$ cat config.mk
export PLATFORM = sky130hd
export DESIGN_NAME = line_unit_channel_config_regs
export DESIGN_NICKNAME = d
export VERILOG_FILES = /design/src/common/lu_cfg_pkg.sv /design/src/design/line_channel_rx.sv /design/src/design/line_unit_channel_config_regs.sv
export SDC_FILE = /design/constraint.sdc
export NUM_CORES = 1
export LEC_CHECK = 0
export BUFFER_PORTS_ARGS = -buffer_cell sky130_fd_sc_hd__buf_2
export CAP_MARGIN = 0
export CORE_ASPECT_RATIO = 2
export CORE_UTILIZATION = 50
export DETAILED_ROUTE_END_ITERATION = 12
export PLACE_DENSITY = 0.75
export SYNTH_ARGS = -nofsm -noshare
export SYNTH_HDL_FRONTEND = slang
export SYNTH_HIERARCHICAL = 1
export SYNTH_SLANG_ARGS = --single-unit
$ cat constraint.sdc
create_clock -name mclk -period 2.6 [get_ports mclk]
set_input_delay 0.26 -clock mclk [delete_from_list [all_inputs] [get_ports mclk]]
set_output_delay 0.26 -clock mclk [all_outputs]
set_load 0.01 [all_outputs]
$ cat src/common/lu_cfg_pkg.sv
// constants, field layouts and carrier types for the channel config bank
`default_nettype none
package lu_cfg_pkg;
  // ==========================================================
  // register map
  localparam int NUM_CH = 4;
  localparam int ADDR_W = 5;
  localparam int DATA_W = 5;
  localparam int CH_LSB = 3;
  localparam logic [2:0] IDX_STATUS = 3'h0;
  localparam logic [2:0] IDX_TX = 3'h1;
  localparam logic [2:0] IDX_DET = 3'h2;
  localparam logic [2:0] IDX_RXF = 3'h3;
  localparam logic [2:0] IDX_RATE = 3'h4;
  localparam logic [4:0] REG_RESET = 5'h00;
  // ==========================================================
  // field positions
  localparam int ST_LOSS_BIT = 3;
  localparam int ST_ALOSS_BIT = 2;
  localparam int ST_DLOSS_BIT = 1;
  localparam int TX_EDGE_BIT = 2;
  localparam int BYPASS_BIT = 1;
  localparam int ADIS_BIT = 2;
  localparam int DDIS_BIT = 1;
  localparam int EQ_BIT = 0;
  localparam int CODEC_BIT = 4;
  localparam int MUTE_BIT = 3;
  localparam int SHUT_BIT = 2;
  localparam int RXEDGE_BIT = 1;
  localparam int STS_BIT = 3;
  localparam int E3_BIT = 2;
  localparam int LLB_BIT = 1;
  localparam int RLB_BIT = 0;
  // writable bits; reserved bits are dropped on write
  localparam logic [4:0] TX_MASK = 5'h06;
  localparam logic [4:0] DET_MASK = 5'h07;
  localparam logic [4:0] RXF_MASK = 5'h1e;
  localparam logic [4:0] RATE_MASK = 5'h0f;
  // ==========================================================
  // types
  typedef enum logic [1:0] {RATE_DS3, RATE_STS1, RATE_E3} rate_t;
  typedef enum logic [1:0] {
    LOOP_NONE, LOOP_ANALOG, LOOP_DIGITAL, LOOP_REMOTE
  } loop_t;
  typedef struct packed {
    logic tx_sample_rising;
    logic build_out_bypass;
    logic analog_det_en;
    logic digital_det_en;
    logic equalizer_enable;
    logic codec_enable;
    logic subst_hdb3;
    logic subst_b3zs;
    logic mute_on_signal_loss;
    logic receiver_shutdown;
    logic rx_launch_falling;
    rate_t rate;
    loop_t loop;
  } chan_cfg_t;
  localparam chan_cfg_t CFG_RESET = '{1'b0, 1'b0, 1'b1, 1'b1, 1'b0,
    1'b0, 1'b0, 1'b0, 1'b0, 1'b0, 1'b0, RATE_DS3, LOOP_NONE};
  typedef struct packed {
    logic wr;
    logic rd;
    logic [ADDR_W-1:0] addr;
    logic [DATA_W-1:0] wdata;
  } reg_req_t;
endpackage
`default_nettype wire

$ cat src/design/line_channel_rx.sv
// per-channel loss combining and receive rail output stage
`timescale 1ns/100ps
`default_nettype none
module line_channel_rx (
  input wire logic mclk,
  input wire logic reset,
  input wire logic clk_en,
  input wire lu_cfg_pkg::chan_cfg_t cfg,
  input wire logic analog_loss_pin,
  input wire logic digital_loss_pin,
  input wire logic rx_pos_pin,
  input wire logic rx_neg_pin,
  output var logic [1:0] loss_seen,
  output var logic combined_signal_loss,
  output var logic rx_positive_rail_out,
  output var logic rx_negative_rail_out
);
  typedef struct packed {
    logic [3:0] meta;
    logic [3:0] sync;
    logic [1:0] seen;
    logic loss;
    logic pos;
    logic neg;
  } chan_state_t;
  chan_state_t st_ff;
  chan_state_t nxt_st;
  logic loss_now;
  logic blank;
  // ==========================================================
  // next state
  always_comb begin
    nxt_st = st_ff;
    // meta is read only by the second stage
    nxt_st.meta = {analog_loss_pin, digital_loss_pin, rx_pos_pin, rx_neg_pin};
    nxt_st.sync = st_ff.meta;
    nxt_st.seen = st_ff.sync[3:2];
    loss_now = (st_ff.sync[3] & cfg.analog_det_en) |
      (st_ff.sync[2] & cfg.digital_det_en); // [RULE7]
    nxt_st.loss = loss_now;
    // muting uses the same loss term so data and flag move together
    blank = cfg.receiver_shutdown |
      (cfg.mute_on_signal_loss & loss_now); // [RULE11] [RULE12]
    nxt_st.pos = st_ff.sync[1] & ~blank;
    nxt_st.neg = st_ff.sync[0] & ~blank & ~cfg.codec_enable; // [RULE9]
  end
  always_ff @(posedge mclk or posedge reset) begin
    if (reset) begin
      st_ff <= '0;
    end else if (clk_en) begin
      st_ff <= nxt_st;
    end
  end
  assign loss_seen = st_ff.seen;
  assign combined_signal_loss = st_ff.loss;
  assign rx_positive_rail_out = st_ff.pos;
  assign rx_negative_rail_out = st_ff.neg;
  // ==========================================================
  // checks
  loss_quiet_a: assert property (@(posedge mclk) disable iff (reset) // [RULE7]
    clk_en && !st_ff.sync[3] && !st_ff.sync[2] |=> !combined_signal_loss)
    else $error("loss flagged with no detector active");
  loss_digital_a: assert property (@(posedge mclk) // [RULE7]
    disable iff (reset)
    clk_en && st_ff.sync[2] && cfg.digital_det_en |=> combined_signal_loss)
    else $error("enabled digital detector did not raise loss");
  mute_rails_a: assert property (@(posedge mclk) disable iff (reset) // [RULE11]
    clk_en && loss_now && cfg.mute_on_signal_loss
    |=> !rx_positive_rail_out && !rx_negative_rail_out)
    else $error("rails not muted during loss");
  single_rail_a: assert property (@(posedge mclk) disable iff (reset) // [RULE9]
    clk_en && cfg.codec_enable |=> !rx_negative_rail_out)
    else $error("negative rail active in single-rail mode");
endmodule // line_channel_rx
`default_nettype wire

$ cat src/design/line_unit_channel_config_regs.sv
// per-channel command registers and derived channel configuration
`timescale 1ns/100ps
`default_nettype none

// What this block does
// [RULE1] tx edge field 1 samples tx rails on rising clock, 0 on falling
// [RULE2] build-out field high bypasses build-out; low keeps shaped pulses
// [RULE3] software sets build-out field 1 beyond 225 feet of cable
// [RULE4] build-out field acts only in DS3 or STS-1, never in E3
// [RULE5] analog detector disable: 0 enables, 1 disables the detector
// [RULE6] digital detector disable: 0 enables, 1 disables the detector
// [RULE7] combined loss is OR of the enabled detectors only
// [RULE8] equalizer field 1 switches equalizer on, 0 off
// [RULE9] rail field 1 enables codec, single rail, negative rail low
// [RULE10] codec uses HDB3 in E3, B3ZS in DS3 or STS-1
// [RULE11] mute field 1 forces both rx rails to 0 during loss
// [RULE12] shutdown field 1 powers off receive sections, 0 restores
// [RULE13] rx edge field 0 launches on rising clock, 1 on falling
// [RULE14] STS-1 field picks DS3 or STS-1, ignored when E3 set
// [RULE15] E3 field 1 selects E3 mode
// [RULE16] local/remote loop fields pick none, analog, digital, remote
// [RULE17] channel n register k sits at eight n plus k
// [RULE18] all command register fields reset to zero
// [RULE19] reserved bits accept writes and affect nothing
module line_unit_channel_config_regs #(
  parameter int NUM_CH = lu_cfg_pkg::NUM_CH
) (
  input wire logic mclk,
  input wire logic reset,
  input wire logic clk_en,
  input wire lu_cfg_pkg::reg_req_t reg_req,
  output var logic [lu_cfg_pkg::DATA_W-1:0] reg_rdata,
  output var logic reg_rvalid,
  input wire logic [NUM_CH-1:0] analog_signal_loss,
  input wire logic [NUM_CH-1:0] digital_signal_loss,
  input wire logic [NUM_CH-1:0] rx_pos_recovered,
  input wire logic [NUM_CH-1:0] rx_neg_recovered,
  output var lu_cfg_pkg::chan_cfg_t [NUM_CH-1:0] chan_cfg,
  output var logic [NUM_CH-1:0] combined_signal_loss,
  output var logic [NUM_CH-1:0] rx_positive_rail_out,
  output var logic [NUM_CH-1:0] rx_negative_rail_out
);
  // ==========================================================
  // state
  typedef struct packed {
    logic [NUM_CH-1:0][4:0] tx;
    logic [NUM_CH-1:0][4:0] det;
    logic [NUM_CH-1:0][4:0] rxf;
    logic [NUM_CH-1:0][4:0] rate;
    lu_cfg_pkg::chan_cfg_t [NUM_CH-1:0] cfg;
    logic [4:0] rdata;
    logic rvalid;
  } bank_state_t;

  localparam bank_state_t ST_RESET = '{
    tx: {NUM_CH{lu_cfg_pkg::REG_RESET}},
    det: {NUM_CH{lu_cfg_pkg::REG_RESET}},
    rxf: {NUM_CH{lu_cfg_pkg::REG_RESET}},
    rate: {NUM_CH{lu_cfg_pkg::REG_RESET}},
    cfg: {NUM_CH{lu_cfg_pkg::CFG_RESET}},
    rdata: 5'h00,
    rvalid: 1'b0
  };

  bank_state_t st_ff;
  bank_state_t nxt_st;
  logic [4:0] rd_val;
  logic [NUM_CH-1:0][1:0] loss_seen;

  // ==========================================================
  // decoding
  function automatic logic hit(
    input logic [lu_cfg_pkg::ADDR_W-1:0] addr,
    input int ch,
    input logic [2:0] idx
  );
    logic [1:0] chb;
    chb = ch[1:0];
    hit = addr == {chb, idx}; // [RULE17]
  endfunction

  // turns raw register bits into the channel's working configuration
  function automatic lu_cfg_pkg::chan_cfg_t cfg_of(
    input logic [4:0] tx,
    input logic [4:0] det,
    input logic [4:0] rxf,
    input logic [4:0] rate
  );
    lu_cfg_pkg::chan_cfg_t c;
    logic e3;
    logic codec;
    c = lu_cfg_pkg::CFG_RESET;
    e3 = rate[lu_cfg_pkg::E3_BIT];
    codec = rxf[lu_cfg_pkg::CODEC_BIT];
    c.tx_sample_rising = tx[lu_cfg_pkg::TX_EDGE_BIT]; // [RULE1]
    // build-out has no meaning at the E3 rate
    c.build_out_bypass = tx[lu_cfg_pkg::BYPASS_BIT] & ~e3; // [RULE2] [RULE4]
    c.analog_det_en = ~det[lu_cfg_pkg::ADIS_BIT]; // [RULE5]
    c.digital_det_en = ~det[lu_cfg_pkg::DDIS_BIT]; // [RULE6]
    c.equalizer_enable = det[lu_cfg_pkg::EQ_BIT]; // [RULE8]
    c.codec_enable = codec; // [RULE9]
    c.subst_hdb3 = codec & e3; // [RULE10]
    c.subst_b3zs = codec & ~e3; // [RULE10]
    c.mute_on_signal_loss = rxf[lu_cfg_pkg::MUTE_BIT]; // [RULE11]
    c.receiver_shutdown = rxf[lu_cfg_pkg::SHUT_BIT]; // [RULE12]
    c.rx_launch_falling = rxf[lu_cfg_pkg::RXEDGE_BIT]; // [RULE13]
    if (e3) begin
      c.rate = lu_cfg_pkg::RATE_E3; // [RULE15]
    end else if (rate[lu_cfg_pkg::STS_BIT]) begin
      c.rate = lu_cfg_pkg::RATE_STS1; // [RULE14]
    end else begin
      c.rate = lu_cfg_pkg::RATE_DS3; // [RULE14]
    end
    unique case ({rate[lu_cfg_pkg::LLB_BIT], rate[lu_cfg_pkg::RLB_BIT]})
      2'b00: c.loop = lu_cfg_pkg::LOOP_NONE; // [RULE16]
      2'b10: c.loop = lu_cfg_pkg::LOOP_ANALOG; // [RULE16]
      2'b11: c.loop = lu_cfg_pkg::LOOP_DIGITAL; // [RULE16]
      2'b01: c.loop = lu_cfg_pkg::LOOP_REMOTE; // [RULE16]
    endcase
    return c;
  endfunction

  // ==========================================================
  // register access and configuration update
  always_comb begin
    nxt_st = st_ff;
    rd_val = 5'h00;
    nxt_st.rvalid = reg_req.rd;
    for (int i = 0; i < NUM_CH; i++) begin
      // reserved positions are masked off so they never steer anything
      if (reg_req.wr && hit(reg_req.addr, i, lu_cfg_pkg::IDX_TX)) begin
        nxt_st.tx[i] = reg_req.wdata & lu_cfg_pkg::TX_MASK; // [RULE19]
      end
      if (reg_req.wr && hit(reg_req.addr, i, lu_cfg_pkg::IDX_DET)) begin
        nxt_st.det[i] = reg_req.wdata & lu_cfg_pkg::DET_MASK; // [RULE19]
      end
      if (reg_req.wr && hit(reg_req.addr, i, lu_cfg_pkg::IDX_RXF)) begin
        nxt_st.rxf[i] = reg_req.wdata & lu_cfg_pkg::RXF_MASK; // [RULE19]
      end
      if (reg_req.wr && hit(reg_req.addr, i, lu_cfg_pkg::IDX_RATE)) begin
        nxt_st.rate[i] = reg_req.wdata & lu_cfg_pkg::RATE_MASK; // [RULE19]
      end
      // config follows the register in the same edge, no extra lag
      nxt_st.cfg[i] = cfg_of(nxt_st.tx[i], nxt_st.det[i],
        nxt_st.rxf[i], nxt_st.rate[i]);
      if (hit(reg_req.addr, i, lu_cfg_pkg::IDX_STATUS)) begin
        rd_val[lu_cfg_pkg::ST_LOSS_BIT] = combined_signal_loss[i];
        rd_val[lu_cfg_pkg::ST_ALOSS_BIT] = loss_seen[i][1];
        rd_val[lu_cfg_pkg::ST_DLOSS_BIT] = loss_seen[i][0];
      end
      if (hit(reg_req.addr, i, lu_cfg_pkg::IDX_TX)) begin
        rd_val = st_ff.tx[i];
      end
      if (hit(reg_req.addr, i, lu_cfg_pkg::IDX_DET)) begin
        rd_val = st_ff.det[i];
      end
      if (hit(reg_req.addr, i, lu_cfg_pkg::IDX_RXF)) begin
        rd_val = st_ff.rxf[i];
      end
      if (hit(reg_req.addr, i, lu_cfg_pkg::IDX_RATE)) begin
        rd_val = st_ff.rate[i];
      end
    end
    // unmapped or spare registers read as zero
    if (reg_req.rd) begin
      nxt_st.rdata = rd_val;
    end
  end

  always_ff @(posedge mclk or posedge reset) begin
    if (reset) begin
      st_ff <= ST_RESET; // [RULE18]
    end else if (clk_en) begin
      st_ff <= nxt_st;
    end
  end

  assign reg_rdata = st_ff.rdata;
  assign reg_rvalid = st_ff.rvalid;
  assign chan_cfg = st_ff.cfg;

  // ==========================================================
  // channel receive stages
  for (genvar g = 0; g < NUM_CH; g++) begin : g_chan
    line_channel_rx u_rx (
      .mclk(mclk),
      .reset(reset),
      .clk_en(clk_en),
      .cfg(st_ff.cfg[g]),
      .analog_loss_pin(analog_signal_loss[g]),
      .digital_loss_pin(digital_signal_loss[g]),
      .rx_pos_pin(rx_pos_recovered[g]),
      .rx_neg_pin(rx_neg_recovered[g]),
      .loss_seen(loss_seen[g]),
      .combined_signal_loss(combined_signal_loss[g]),
      .rx_positive_rail_out(rx_positive_rail_out[g]),
      .rx_negative_rail_out(rx_negative_rail_out[g])
    );
  end

  // ==========================================================
  // checks
  for (genvar g = 0; g < NUM_CH; g++) begin : g_chk
    localparam logic [4:0] A_TX = 5'(8 * g + 1);
    localparam logic [4:0] A_DET = 5'(8 * g + 2);
    localparam logic [4:0] A_RXF = 5'(8 * g + 3);
    localparam logic [4:0] A_RATE = 5'(8 * g + 4);

    tx_edge_a: assert property (@(posedge mclk) disable iff (reset) // [RULE1]
      clk_en && reg_req.wr && reg_req.addr == A_TX
      |=> chan_cfg[g].tx_sample_rising
        == $past(reg_req.wdata[lu_cfg_pkg::TX_EDGE_BIT]))
      else $error("tx sample edge not taken from write");

    bypass_gate_a: assert property (@(posedge mclk) // [RULE2] [RULE4]
      disable iff (reset)
      chan_cfg[g].build_out_bypass
      |-> st_ff.tx[g][lu_cfg_pkg::BYPASS_BIT]
        && chan_cfg[g].rate != lu_cfg_pkg::RATE_E3)
      else $error("build-out bypass active in E3 or unrequested");

    analog_en_a: assert property (@(posedge mclk) // [RULE5]
      disable iff (reset)
      clk_en && reg_req.wr && reg_req.addr == A_DET
      |=> chan_cfg[g].analog_det_en
        != $past(reg_req.wdata[lu_cfg_pkg::ADIS_BIT]))
      else $error("analog detector enable wrong polarity");

    digital_en_a: assert property (@(posedge mclk) // [RULE6]
      disable iff (reset)
      clk_en && reg_req.wr && reg_req.addr == A_DET
      |=> chan_cfg[g].digital_det_en
        != $past(reg_req.wdata[lu_cfg_pkg::DDIS_BIT]))
      else $error("digital detector enable wrong polarity");

    equalizer_a: assert property (@(posedge mclk) // [RULE8]
      disable iff (reset)
      clk_en && reg_req.wr && reg_req.addr == A_DET
      |=> chan_cfg[g].equalizer_enable
        == $past(reg_req.wdata[lu_cfg_pkg::EQ_BIT]))
      else $error("equalizer enable not taken from write");

    codec_sub_a: assert property (@(posedge mclk) // [RULE9] [RULE10]
      disable iff (reset)
      chan_cfg[g].codec_enable
      |-> chan_cfg[g].subst_hdb3
        == (chan_cfg[g].rate == lu_cfg_pkg::RATE_E3)
        && chan_cfg[g].subst_b3zs == !chan_cfg[g].subst_hdb3)
      else $error("codec substitution does not match rate");

    shutdown_a: assert property (@(posedge mclk) disable iff (reset) // [RULE12]
      clk_en && reg_req.wr && reg_req.addr == A_RXF
      |=> chan_cfg[g].receiver_shutdown
        == $past(reg_req.wdata[lu_cfg_pkg::SHUT_BIT]))
      else $error("receiver shutdown not taken from write");

    rx_edge_a: assert property (@(posedge mclk) disable iff (reset) // [RULE13]
      clk_en && reg_req.wr && reg_req.addr == A_RXF
      |=> chan_cfg[g].rx_launch_falling
        == $past(reg_req.wdata[lu_cfg_pkg::RXEDGE_BIT]))
      else $error("rx launch edge not taken from write");

    rate_sel_a: assert property (@(posedge mclk) // [RULE14] [RULE15]
      disable iff (reset)
      clk_en && reg_req.wr && reg_req.addr == A_RATE
      |=> chan_cfg[g].rate == ($past(reg_req.wdata[lu_cfg_pkg::E3_BIT])
        ? lu_cfg_pkg::RATE_E3
        : ($past(reg_req.wdata[lu_cfg_pkg::STS_BIT])
          ? lu_cfg_pkg::RATE_STS1 : lu_cfg_pkg::RATE_DS3)))
      else $error("rate mode decoded wrongly");

    loop_sel_a: assert property (@(posedge mclk) // [RULE16]
      disable iff (reset)
      clk_en && reg_req.wr && reg_req.addr == A_RATE
      && reg_req.wdata[1:0] == 2'h1
      |=> chan_cfg[g].loop == lu_cfg_pkg::LOOP_REMOTE)
      else $error("remote loop not selected");

    loop_none_a: assert property (@(posedge mclk) // [RULE16]
      disable iff (reset)
      clk_en && reg_req.wr && reg_req.addr == A_RATE
      && reg_req.wdata[1:0] == 2'h0
      |=> chan_cfg[g].loop == lu_cfg_pkg::LOOP_NONE)
      else $error("loop selected with both fields clear");

    loop_analog_a: assert property (@(posedge mclk) // [RULE16]
      disable iff (reset)
      clk_en && reg_req.wr && reg_req.addr == A_RATE
      && reg_req.wdata[1:0] == 2'h2
      |=> chan_cfg[g].loop == lu_cfg_pkg::LOOP_ANALOG)
      else $error("analog loop not selected");

    loop_digital_a: assert property (@(posedge mclk) // [RULE16]
      disable iff (reset)
      clk_en && reg_req.wr && reg_req.addr == A_RATE
      && reg_req.wdata[1:0] == 2'h3
      |=> chan_cfg[g].loop == lu_cfg_pkg::LOOP_DIGITAL)
      else $error("digital loop not selected");

    map_read_a: assert property (@(posedge mclk) // [RULE17]
      disable iff (reset)
      clk_en && reg_req.rd && reg_req.addr == A_DET
      |=> reg_rvalid && reg_rdata == $past(st_ff.det[g]))
      else $error("read of detector register wrong");

    map_tx_a: assert property (@(posedge mclk) // [RULE17]
      disable iff (reset)
      clk_en && reg_req.rd && reg_req.addr == A_TX
      |=> reg_rvalid && reg_rdata == $past(st_ff.tx[g]))
      else $error("read of transmit register wrong");

    map_rxf_a: assert property (@(posedge mclk) // [RULE17]
      disable iff (reset)
      clk_en && reg_req.rd && reg_req.addr == A_RXF
      |=> reg_rvalid && reg_rdata == $past(st_ff.rxf[g]))
      else $error("read of receive format register wrong");

    map_rate_a: assert property (@(posedge mclk) // [RULE17]
      disable iff (reset)
      clk_en && reg_req.rd && reg_req.addr == A_RATE
      |=> reg_rvalid && reg_rdata == $past(st_ff.rate[g]))
      else $error("read of rate register wrong");

    reserved_bits_a: assert property (@(posedge mclk) // [RULE19]
      disable iff (reset)
      (st_ff.rxf[g] & ~lu_cfg_pkg::RXF_MASK) == 5'h00
      && (st_ff.rate[g] & ~lu_cfg_pkg::RATE_MASK) == 5'h00)
      else $error("reserved bit stored");

    reset_zero_a: assert property (@(posedge mclk) // [RULE18]
      disable iff (reset)
      $fell(reset) |-> st_ff.tx[g] == 5'h00 && st_ff.det[g] == 5'h00
        && st_ff.rxf[g] == 5'h00 && st_ff.rate[g] == 5'h00)
      else $error("register not zero after reset");
  end

  read_pulse_a: assert property (@(posedge mclk) disable iff (reset)
    clk_en && !reg_req.rd |=> !reg_rvalid)
    else $error("read valid without request");

  read_valid_a: assert property (@(posedge mclk) disable iff (reset)
    clk_en && reg_req.rd |=> reg_rvalid)
    else $error("read valid missing after request");

endmodule // line_unit_channel_config_regs
`default_nettype wire

==> After elaboration in Yosys (flattened, before gate mapping) <==
Cells that the tools add are included.
Widths: inputs -> output; s select.
{ "totals": {"elab_cells": 259, "inputBits": 31, "ff_bits": 170, "out_inout_bits": 78} }
{ "op_classes": {"mux": 48, "reduce_logical": 22, "eq_ne": 31, "bitwise": 64} }
{ "op_table": {"columns": ["cell", "n"], "rows": [
  ["$mux 5", 18],
  ["$eq 5x5->1 const B", 10],
  ["$and 1x1->1", 36],
  ["$mux 3", 12],
  ["$pmux 2 s4", 4],
  ["$eq 5x4->1 const B", 5],
  ["$mux 4", 6],
  ["$not 1->1", 20],
  ["$eq 2x2->1 const B", 8],
  ["$logic_and 1x1->1", 16],
  ["$eq 5x2->1 const B", 2],
  ["$eq 2x1->1 const B", 4],
  ["$logic_not 2->1", 4],
  ["$mux 2", 4],
  ["$or 1x1->1", 8],
  ["$eq 5x1->1 const B", 1],
  ["$eq 5x3->1 const B", 1],
  ["$logic_not 5->1", 1],
  ["$mux 1", 4],
  ["$reduce_and 2->1", 1]
]} }

==> Logic depth before layout (Yosys ltp) <==
Gate-level depths: netlist (run 1).
{ "logic_depth": {"word_depth": 21, "ltp_mapped": 7, "mapped_depth_nobuf": 5} }

==> Hierarchy <==
The synthesis (run 1) kept the hierarchy.
{ "by_module_without_submodules": {"columns": ["module", "seq_area_each_um2", "cells_per_inst", "area_each_um2", "n_inst"], "rows": [
  ["line_unit_channel_config_regs", 2237.1, 528, 5286.3, 1],
  ["line_channel_rx", 325.3, 39, 573.0, 4]
]} }

==> Worst setup path after synthesis (run 1) <==
Ideal clock, no wire load.
{ "synth_timing": {"kind": "input to register", "startpoint": "in reg_req[9] (netlist bit)", "endpoint": "reg st_ff (netlist bit chan_cfg[43])", "setup_time_ns": 0.065, "t_required_ns": 2.535, "n_path_buf": 2, "path_stages": 7, "arrival_ns": 1.774, "slack_ns": 0.761, "cell_sequence": "buf_4 or3b_1 buf_2 nor3_4 mux2i_1 a21boi_0 mux2_2"} }
{ "synth_via": {"elab_chain_len": 5, "elab_cells_between_ends": 8, "classes_between": "eq/ne (2); mux (2); bitwise (2); reduce/logical (2)"} }
{ "synth_rtl": {"columns": ["item", "line", "text"], "rows": [
  ["start: declaration", "line_unit_channel_config_regs.sv:31", "input wire lu_cfg_pkg::reg_req_t reg_req,"],
  ["$eq 5x5->1", "line_unit_channel_config_regs.sv:79", "hit = addr == {chb, idx};"],
  ["$logic_and 1x1->1", "line_unit_channel_config_regs.sv:140", "if (reg_req.wr && hit(reg_req.addr, i, lu_cfg_pkg::IDX_RATE)) begin"],
  ["$mux 4", "line_unit_channel_config_regs.sv:140", null],
  ["$not 1->1", "line_unit_channel_config_regs.sv:97", "c.build_out_bypass = tx[lu_cfg_pkg::BYPASS_BIT] & ~e3;"],
  ["$and 1x1->1 *", "line_unit_channel_config_regs.sv:97", null],
  ["end signal: assignment", "line_unit_channel_config_regs.sv:174", "st_ff <= nxt_st;"],
  ["end: declaration", "line_unit_channel_config_regs.sv:65", "bank_state_t st_ff;"]
]} }
Mark *: on every way between the ends. The rest lies on a longest branch, timed or not.
A chain may end at the register's enable or synchronous reset.

==> Worst setup path in the final report (run 1) <==
{ "layout_timing": {"startpoint": "in reg_req[5] (netlist bit)", "endpoint": "reg st_ff (netlist bit reg_rdata[3])"} }
{ "layout_via": {"elab_chain_len": 21, "elab_cells_between_ends": 40, "classes_between": "eq/ne (19); mux (20); reduce/logical (1)"} }
{ "layout_rtl": {"columns": ["item", "line", "text"], "rows": [
  ["$logic_not 5->1", "line_unit_channel_config_regs.sv:79", null],
  ["$mux 3", "line_unit_channel_config_regs.sv:146", "if (hit(reg_req.addr, i, lu_cfg_pkg::IDX_STATUS)) begin"],
  ["$mux 4", "line_unit_channel_config_regs.sv:151", "if (hit(reg_req.addr, i, lu_cfg_pkg::IDX_TX)) begin"],
  ["$mux 4", "line_unit_channel_config_regs.sv:154", "if (hit(reg_req.addr, i, lu_cfg_pkg::IDX_DET)) begin"],
  ["$mux 5", "line_unit_channel_config_regs.sv:157", "if (hit(reg_req.addr, i, lu_cfg_pkg::IDX_RXF)) begin"],
  ["$mux 5", "line_unit_channel_config_regs.sv:160", "if (hit(reg_req.addr, i, lu_cfg_pkg::IDX_RATE)) begin"],
  ["$mux 3", "line_unit_channel_config_regs.sv:146", null],
  ["$mux 5", "line_unit_channel_config_regs.sv:151", null],
  ["(+5 left out)", null, null],
  ["$mux 5", "line_unit_channel_config_regs.sv:154", null],
  ["$mux 5", "line_unit_channel_config_regs.sv:157", null],
  ["$mux 5", "line_unit_channel_config_regs.sv:160", null],
  ["$mux 3", "line_unit_channel_config_regs.sv:146", null],
  ["$mux 5", "line_unit_channel_config_regs.sv:151", null],
  ["$mux 5", "line_unit_channel_config_regs.sv:154", null],
  ["$mux 5", "line_unit_channel_config_regs.sv:157", null],
  ["$mux 5 *", "line_unit_channel_config_regs.sv:160", null]
]} }
Marked as above.

==> results of run 1 <==
-- routing by layer --
layer,vias to the layer above,track usage (%),wire (um)
met3,51,5.47,746
met4,0,19.5,1210
met5,-,0,0
met1,2666,29.8,7500
li1,2401,-,-
met2,155,50.1,11300
-- cell usage after synthesis, types with 5 or more instances --
| cell | number | area, um2 |
|---|---|---|
| a21oi_1 | 26 | 130 |
| a21o_1 | 5 | 37.5 |
| mux2i_1 | 20 | 200 |
| mux2_4 | 16 | 240 |
| nand2b_1 | 7 | 43.8 |
| dfstp_2 | 8 | 210 |
| clkbuf_1 | 24 | 90.1 |
| dfrtp_1 | 133 | 3330 |
| o21ai_0 | 20 | 100 |
| nand4_1 | 5 | 31.3 |
| o22ai_1 | 8 | 50.1 |
| nand3_1 | 19 | 95.1 |
| nand2_1 | 29 | 109 |
| inv_1 | 33 | 124 |
| nor2b_1 | 13 | 81.3 |
| mux2_2 | 89 | 1000 |
| nor3_1 | 12 | 60.1 |
| nor2_1 | 45 | 169 |
| buf_2 | 5 | 25.0 |
| buf_4 | 74 | 556 |
-- metrics by stage --
stage / cells / hold slack, ns
after CTS: 925 / 0.0346
after global routing: 925 / 0.0458
final: 925 / 0.0513
after floorplan: 684 / 0.137
after global placement: 892 / 0.360
after detailed placement: 892 / 0.361
-- worst max-delay path, delay by kind of cell --
family,cells,cell delay (ns)
buffers and inverters,3,0.63
and+or+nand+nor,1,0.34
AOI/OAI and AO/OA,4,0.93
-- cell families (layout without fill, tap and decap cells) --
logic type / count (synthesis) / after routing
muxes: 127 / 127
buffers and inverters: 147 / 193
and+or+nand+nor: 154 / 154
DFF: 141 / 141
AOI/OAI and AO/OA: 110 / 110
xor gates and xnor gates: 5 / 5
-- worst min-delay path by stage --
stage | startpoint | end | slack (ns) | cells past startpoint
final | digital_signal_loss[2] | g_chan[2].u_rx/nxt_st[7] | 0.05 | 2
after global routing | rx_pos_recovered[3] | g_chan[3].u_rx/nxt_st[6] | 0.05 | 2
after CTS | digital_signal_loss[3] | g_chan[3].u_rx/nxt_st[7] | 0.03 | 2
after detailed placement | reset | st_ff[118] | 0.36 | 2
after global placement | reset | st_ff[118] | 0.36 | 2
after floorplan | reset | g_chan[0].u_rx/combined_signal_loss | 0.14 | 1
-- sequential cells by signal, indices dropped and copies added (netlist names) --
register / flops
g_chan.u_rx/combined_signal_loss: 4
g_chan.u_rx/st_ff: 8
g_chan.u_rx/nxt_st: 24
g_chan.u_rx/rx_negative_rail_out: 4
reg_rdata: 5
st_ff: 51
chan_cfg: 32
g_chan.u_rx/loss_seen: 8
reg_rvalid: 1
g_chan.u_rx/rx_positive_rail_out: 4
-- cell type report --
type                    count  area, um2
inverters                  33        125
repair buffers            128        721
multi-input cells         396       3110
well taps                 195        244
fillers                  1362       6520
flip-flops and latches    141       3540
clock inverters            15        138
clock buffers              17        425
-- where the power goes --
group	switching (mW)	internal [mW]
logic	0.597	0.541
registers	0.295	2.52
clock network	1.07	1.27
-- repair_timing --
| item | 4_1_cts | 5_1_grt |
|---|---|---|
| hold endpoints to repair | 73 | 0 |
| setup endpoints to repair | 0 | 0 |
| hold buffers | 1 | 0 |
==> results.toml, run 1 <==
[yosys]
syn_nets = 715
synth_fa_ha_area_share_pct = 0
synth_top_family_by_area = "multiplexers"
ys_warn_count = 6
synthMuxAreaShare_pct = 19.6
netlist_area_um2 = 7580
netlist_instances = 684
synth_edf_count = 0
synth-compound-area-share_pct = 10.4
async_flop_share_pct = 100
ys_seq_area_share_pct = 46.7
ys_seq_elements = 141
synth-simple-area-share_pct = 10.4
ys.flop_type = "dfrtp_1"
synth_cell_types = 65
synth_xor_area_share_pct = 0.578
syn_area_per_cell_um2 = 11.1

[global_route]
grt_max_degree = 74
grt_overflow = 0
grt_pass1_wl_um = 32000
grt_use_total_pct = 28.5
antenna_found_initial = 1
first_global_vias = 5564

[power_and_ir_drop]
p_leak_nw = 3.86
power.density_nw_per_um2 = 758
vdd_ir_drop_max_mv = 0.476
total_power_mw = 6.29

[die]
rows = 63
die_w_um = 89.1
io_pins = 109
start_util_pct = 51.1
core_um2 = 14800
die-area_um2 = 15700
fp.dieH_um = 176

[setup_path]
crit_chain = "buf_2 > or2_2 > o32ai_1 > buf_4 > o2111ai_1 > a311oi_1 > buf_4 > a211o_1"
timing.rr.start = "g_chan[0].u_rx/combined_signal_loss"
reg2reg_to = "reg_rdata[3]"
path_class = "in -> reg"
crit_slowest_cell = "o2111ai_1"
crit_path_end = "reg_rdata[3]"
crit_path_max_incr_delay_ns = 0.38
cp_data_arrival_time_ns = 2.16
r2r_slack_ns = 0.75
ff2ff_path_depth = 7
end_kind = "register"
critical_path.startpoint = "reg_req[5]"
worstSetupStartpointType = "input port"
path_common_cell = "buf_4"
critPathRequiredTime_ns = 2.91
path_max_fanout = 17

[cts]
numCtsBuffers = 17
cts_resized = 0
clk_pin_slew_ns = 0.07
cts_tree = "done"
cts_max_level = 4
ctsRootBufferMaster = "clkbuf_16"
numClockSinks = 141
clk_path_buf_depth = 2
worstSkewPairLatency_ns = 0.43
post_cts_buffers = 0

[placed_design]
dpl.hpwl_um = 15800
gp_congestion = 0.998
io_buffers = 108
placed_cell_area_um2 = 7730
pre_cts_slack_ns = 0.320

[cells_and_area]
final_common_cell = "dfrtp_1"
n_antenna_cell = 0
nNetsFinal = 748
final_core_util_pct = 56.0
area_delta_synth_final_pct = 9.53
stdcell_area_um2 = 8300
drive_gt1_share_pct = 40.3
final_cell_mix = "dfrtp_1, buf_2, mux2_2"

[timing]
fmax_mhz = 540
max_slew_margin_pct = 50.6
hold_violations = 0
tns_ns = 0
maxSlewViolCount = 0
setup_slack_ns = 0.747
post-route-min-period_ns = 1.85
finalSetupViolCount = 0
rsz0062_at_grt = "no"
fin_crit_sh_pct = 71.3
worst_slew_pin_slew_ns = 0.736
clock-skew-final_ns = 0.0123

[route]
wl_um = 20800
viasPerCell = 5.70
wl_per_cell_um = 22.4
route.detailed.drc = 0
firstDrtPassIters = 4
ant_nets = 0
drt_iter0_markers = 318
via_count = 5273

[flow_run]
cap_violations = 0

[worst_hold_path]
holdCritPathClass = "in -> reg"

[outcome]
status = "finished, final reports clean"
No activity file was read; power rests on OpenSTA's default activity.
==> run 2, diff against run 1 <==
--- a/config.mk
+++ b/config.mk
@@ -10,7 +10,7 @@
 export CORE_ASPECT_RATIO = 2
 export CORE_UTILIZATION = 50
 export DETAILED_ROUTE_END_ITERATION = 12
-export PLACE_DENSITY = 0.75
+export PLACE_DENSITY = 0.72
 export SYNTH_ARGS = -nofsm -noshare
 export SYNTH_HDL_FRONTEND = slang
 export SYNTH_HIERARCHICAL = 1
==> constraint.sdc (replaced) <==
create_clock -name mclk -period 1.75 [get_ports mclk]
set_input_delay 0.175 -clock mclk [delete_from_list [all_inputs] [get_ports mclk]]
set_output_delay 0.175 -clock mclk [all_outputs]
set_load 0.01 [all_outputs]
==> run 2 against run 1 <==
  * Die area unchanged
  * Critical endpoint unchanged
  * First-iteration DRC count decreased by 6.3%
  * Register-to-register slack got worse by 0.66 ns
  * Highest routed layer unchanged
  * Sequential power increased by 48%
  * Sequential cell count unchanged
  * Total power increased by 58%
==> results.toml, run 2 (synthesis gave the netlist of run 1 again) <==
[outcome]
status = "finished, final reports clean"

[die]
start_util_pct = 51.1
die-area_um2 = 15700
core_um2 = 14800
die_w_um = 89.1
rows = 63
fp.dieH_um = 176
io_pins = 109

[route]
viasPerCell = 5.51
wl_um = 22100
drt_iter0_markers = 298
via_count = 5585
firstDrtPassIters = 5
wl_per_cell_um = 21.8
ant_nets = 0
route.detailed.drc = 0

[setup_path]
worstSetupStartpointType = "register"
cp_data_arrival_time_ns = 1.97
path_class = "reg -> reg"
path_max_fanout = 3
critPathRequiredTime_ns = 2.06
end_kind = "register"

[global_route]
grt_use_total_pct = 30.5
grt_overflow = 0
antenna_found_initial = 1
first_global_vias = 5982
grt_pass1_wl_um = 34200
grt_max_degree = 90

[cts]
numCtsBuffers = 17
worstSkewPairLatency_ns = 0.42
ctsRootBufferMaster = "clkbuf_16"
numClockSinks = 141
cts_tree = "done"
clk_path_buf_depth = 2
cts_max_level = 4
clk_pin_slew_ns = 0.06

[cells_and_area]
area_delta_synth_final_pct = 20.1
final_core_util_pct = 61.4
top_register = "st_ff"
largest_reg_flops = 51
nNetsFinal = 836
final_common_cell = "dfrtp_1"
drive_gt1_share_pct = 44.9
final_cell_mix = "dfrtp_1, buf_2, mux2_2, buf_4, nor2_1"
stdcell_area_um2 = 9100

[timing]
fmax_mhz = 603
clock-skew-final_ns = 0.00866
maxSlewViolCount = 0
finalSetupViolCount = 0
rsz0062_at_grt = "no"
worst_slew_pin_slew_ns = 0.666
hold_violations = 0
post-route-min-period_ns = 1.66
fin_crit_sh_pct = 94.7
tns_ns = 0
max_slew_margin_pct = 55.6

[placed_design]
placed_cell_area_um2 = 8290
dpl.hpwl_um = 16800
gp_congestion = 0.975
io_buffers = 108

[power_and_ir_drop]
pwr-share-comb_pct = 19.3
sw_frac_of_total_pct = 28.4
vdd_ir_drop_max_mv = 0.759
total_power_mw = 9.97
clkPwrFrac_pct = 39.1
p_switching_mw = 2.83
power.density_nw_per_um2 = 1100
intPower_mw = 7.14
p_leak_nw = 4.30
p_seq_share_pct = 41.6

[flow_run]
cap_violations = 0

[worst_hold_path]
holdCritPathClass = "in -> reg"
[run 2: cell count changes in the layout (fill, tap and decap cells not counted), sizes merged]
cell,previous run,this run
clkinv,3,2
clkbuf,17,20
clkinvlp,0,5
inv,45,34
buf,127,199
dlygate4sd3,1,17
diode,0,1
bufinv,0,4
[run 2: power by group through the flow]
stage / registers (mW) / clock network, mW / logic (mW)
floorplan: 4.08 / 0 / 1.45
global placement: 4.18 / 0 / 1.85
detailed placement: 4.21 / 0 / 1.89
CTS: 4.15 / 3.95 / 1.93
global route: 4.21 / 4.09 / 2.09
finish: 4.15 / 3.89 / 1.92
[run 2: final cells by class]
type	count	area [um2]
Antenna cell	1	2.50
Clock buffer	20	447
Clock inverter	12	185
Fill cell	1287	5720
Inverter	33	128
Multi-Input combinational cell	396	3120
Sequential cell	141	3540
Tap cell	195	244
Timing Repair Buffer	216	1430
[run 2: through the flow]
step,setup slack [ns],instances,hold WS [ns]
3_3_place_gp,-0.331,964,0.292
6_report,0.0919,1014,0.195
4_1_cts,0.0156,1013,0.168
2_1_floorplan,0.0188,684,0.0520
3_5_place_dp,-0.308,964,0.313
5_1_grt,0.0459,1013,0.190
[run 2: routing by layer]
layer  global-route usage (%)  vias up  part of all wire [%]
li1                         -     2581                     -
met1                     32.4     2777                    37
met2                     54.0      171                    54
met3                     4.53       56                   3.4
met4                     20.0        0                   6.4
met5                        0        -                     0
[run 2: path summary, 6_finish.rpt]
path                       slack (ns)  depth (start not counted)                                 from                 endpoint
min in group asynchronous        0.39                          3                                reset  g_chan[2].u_rx/st_ff[6]
max in group asynchronous        0.84                          4                                reset                st_ff[67]
max reg2reg                      0.09                          7  g_chan[0].u_rx/combined_signal_loss             reg_rdata[3]
min                              0.20                          3                           reg_req[3]                st_ff[89]
max                              0.09                          7  g_chan[0].u_rx/combined_signal_loss             reg_rdata[3]
min reg2reg                      0.48                          1                         chan_cfg[23]             chan_cfg[23]
[run 2: critical path, stage by stage (launching register included)]
cell and delay, ns:
dfrtp_1 0.42, nor2_1 0.10, o32ai_1 0.09, buf_4 0.16
o2111ai_2 0.21, a311oi_1 0.14, buf_4 0.15, a211o_1 0.26
[run 2: repair_timing]
action                                 in CTS  in global routing
setup buffers                               0                  0
endpoints found under the hold margin     114                  0
resized for setup                           0                  2
hold buffers                               17                  0
setup endpoints to repair                   0                  2
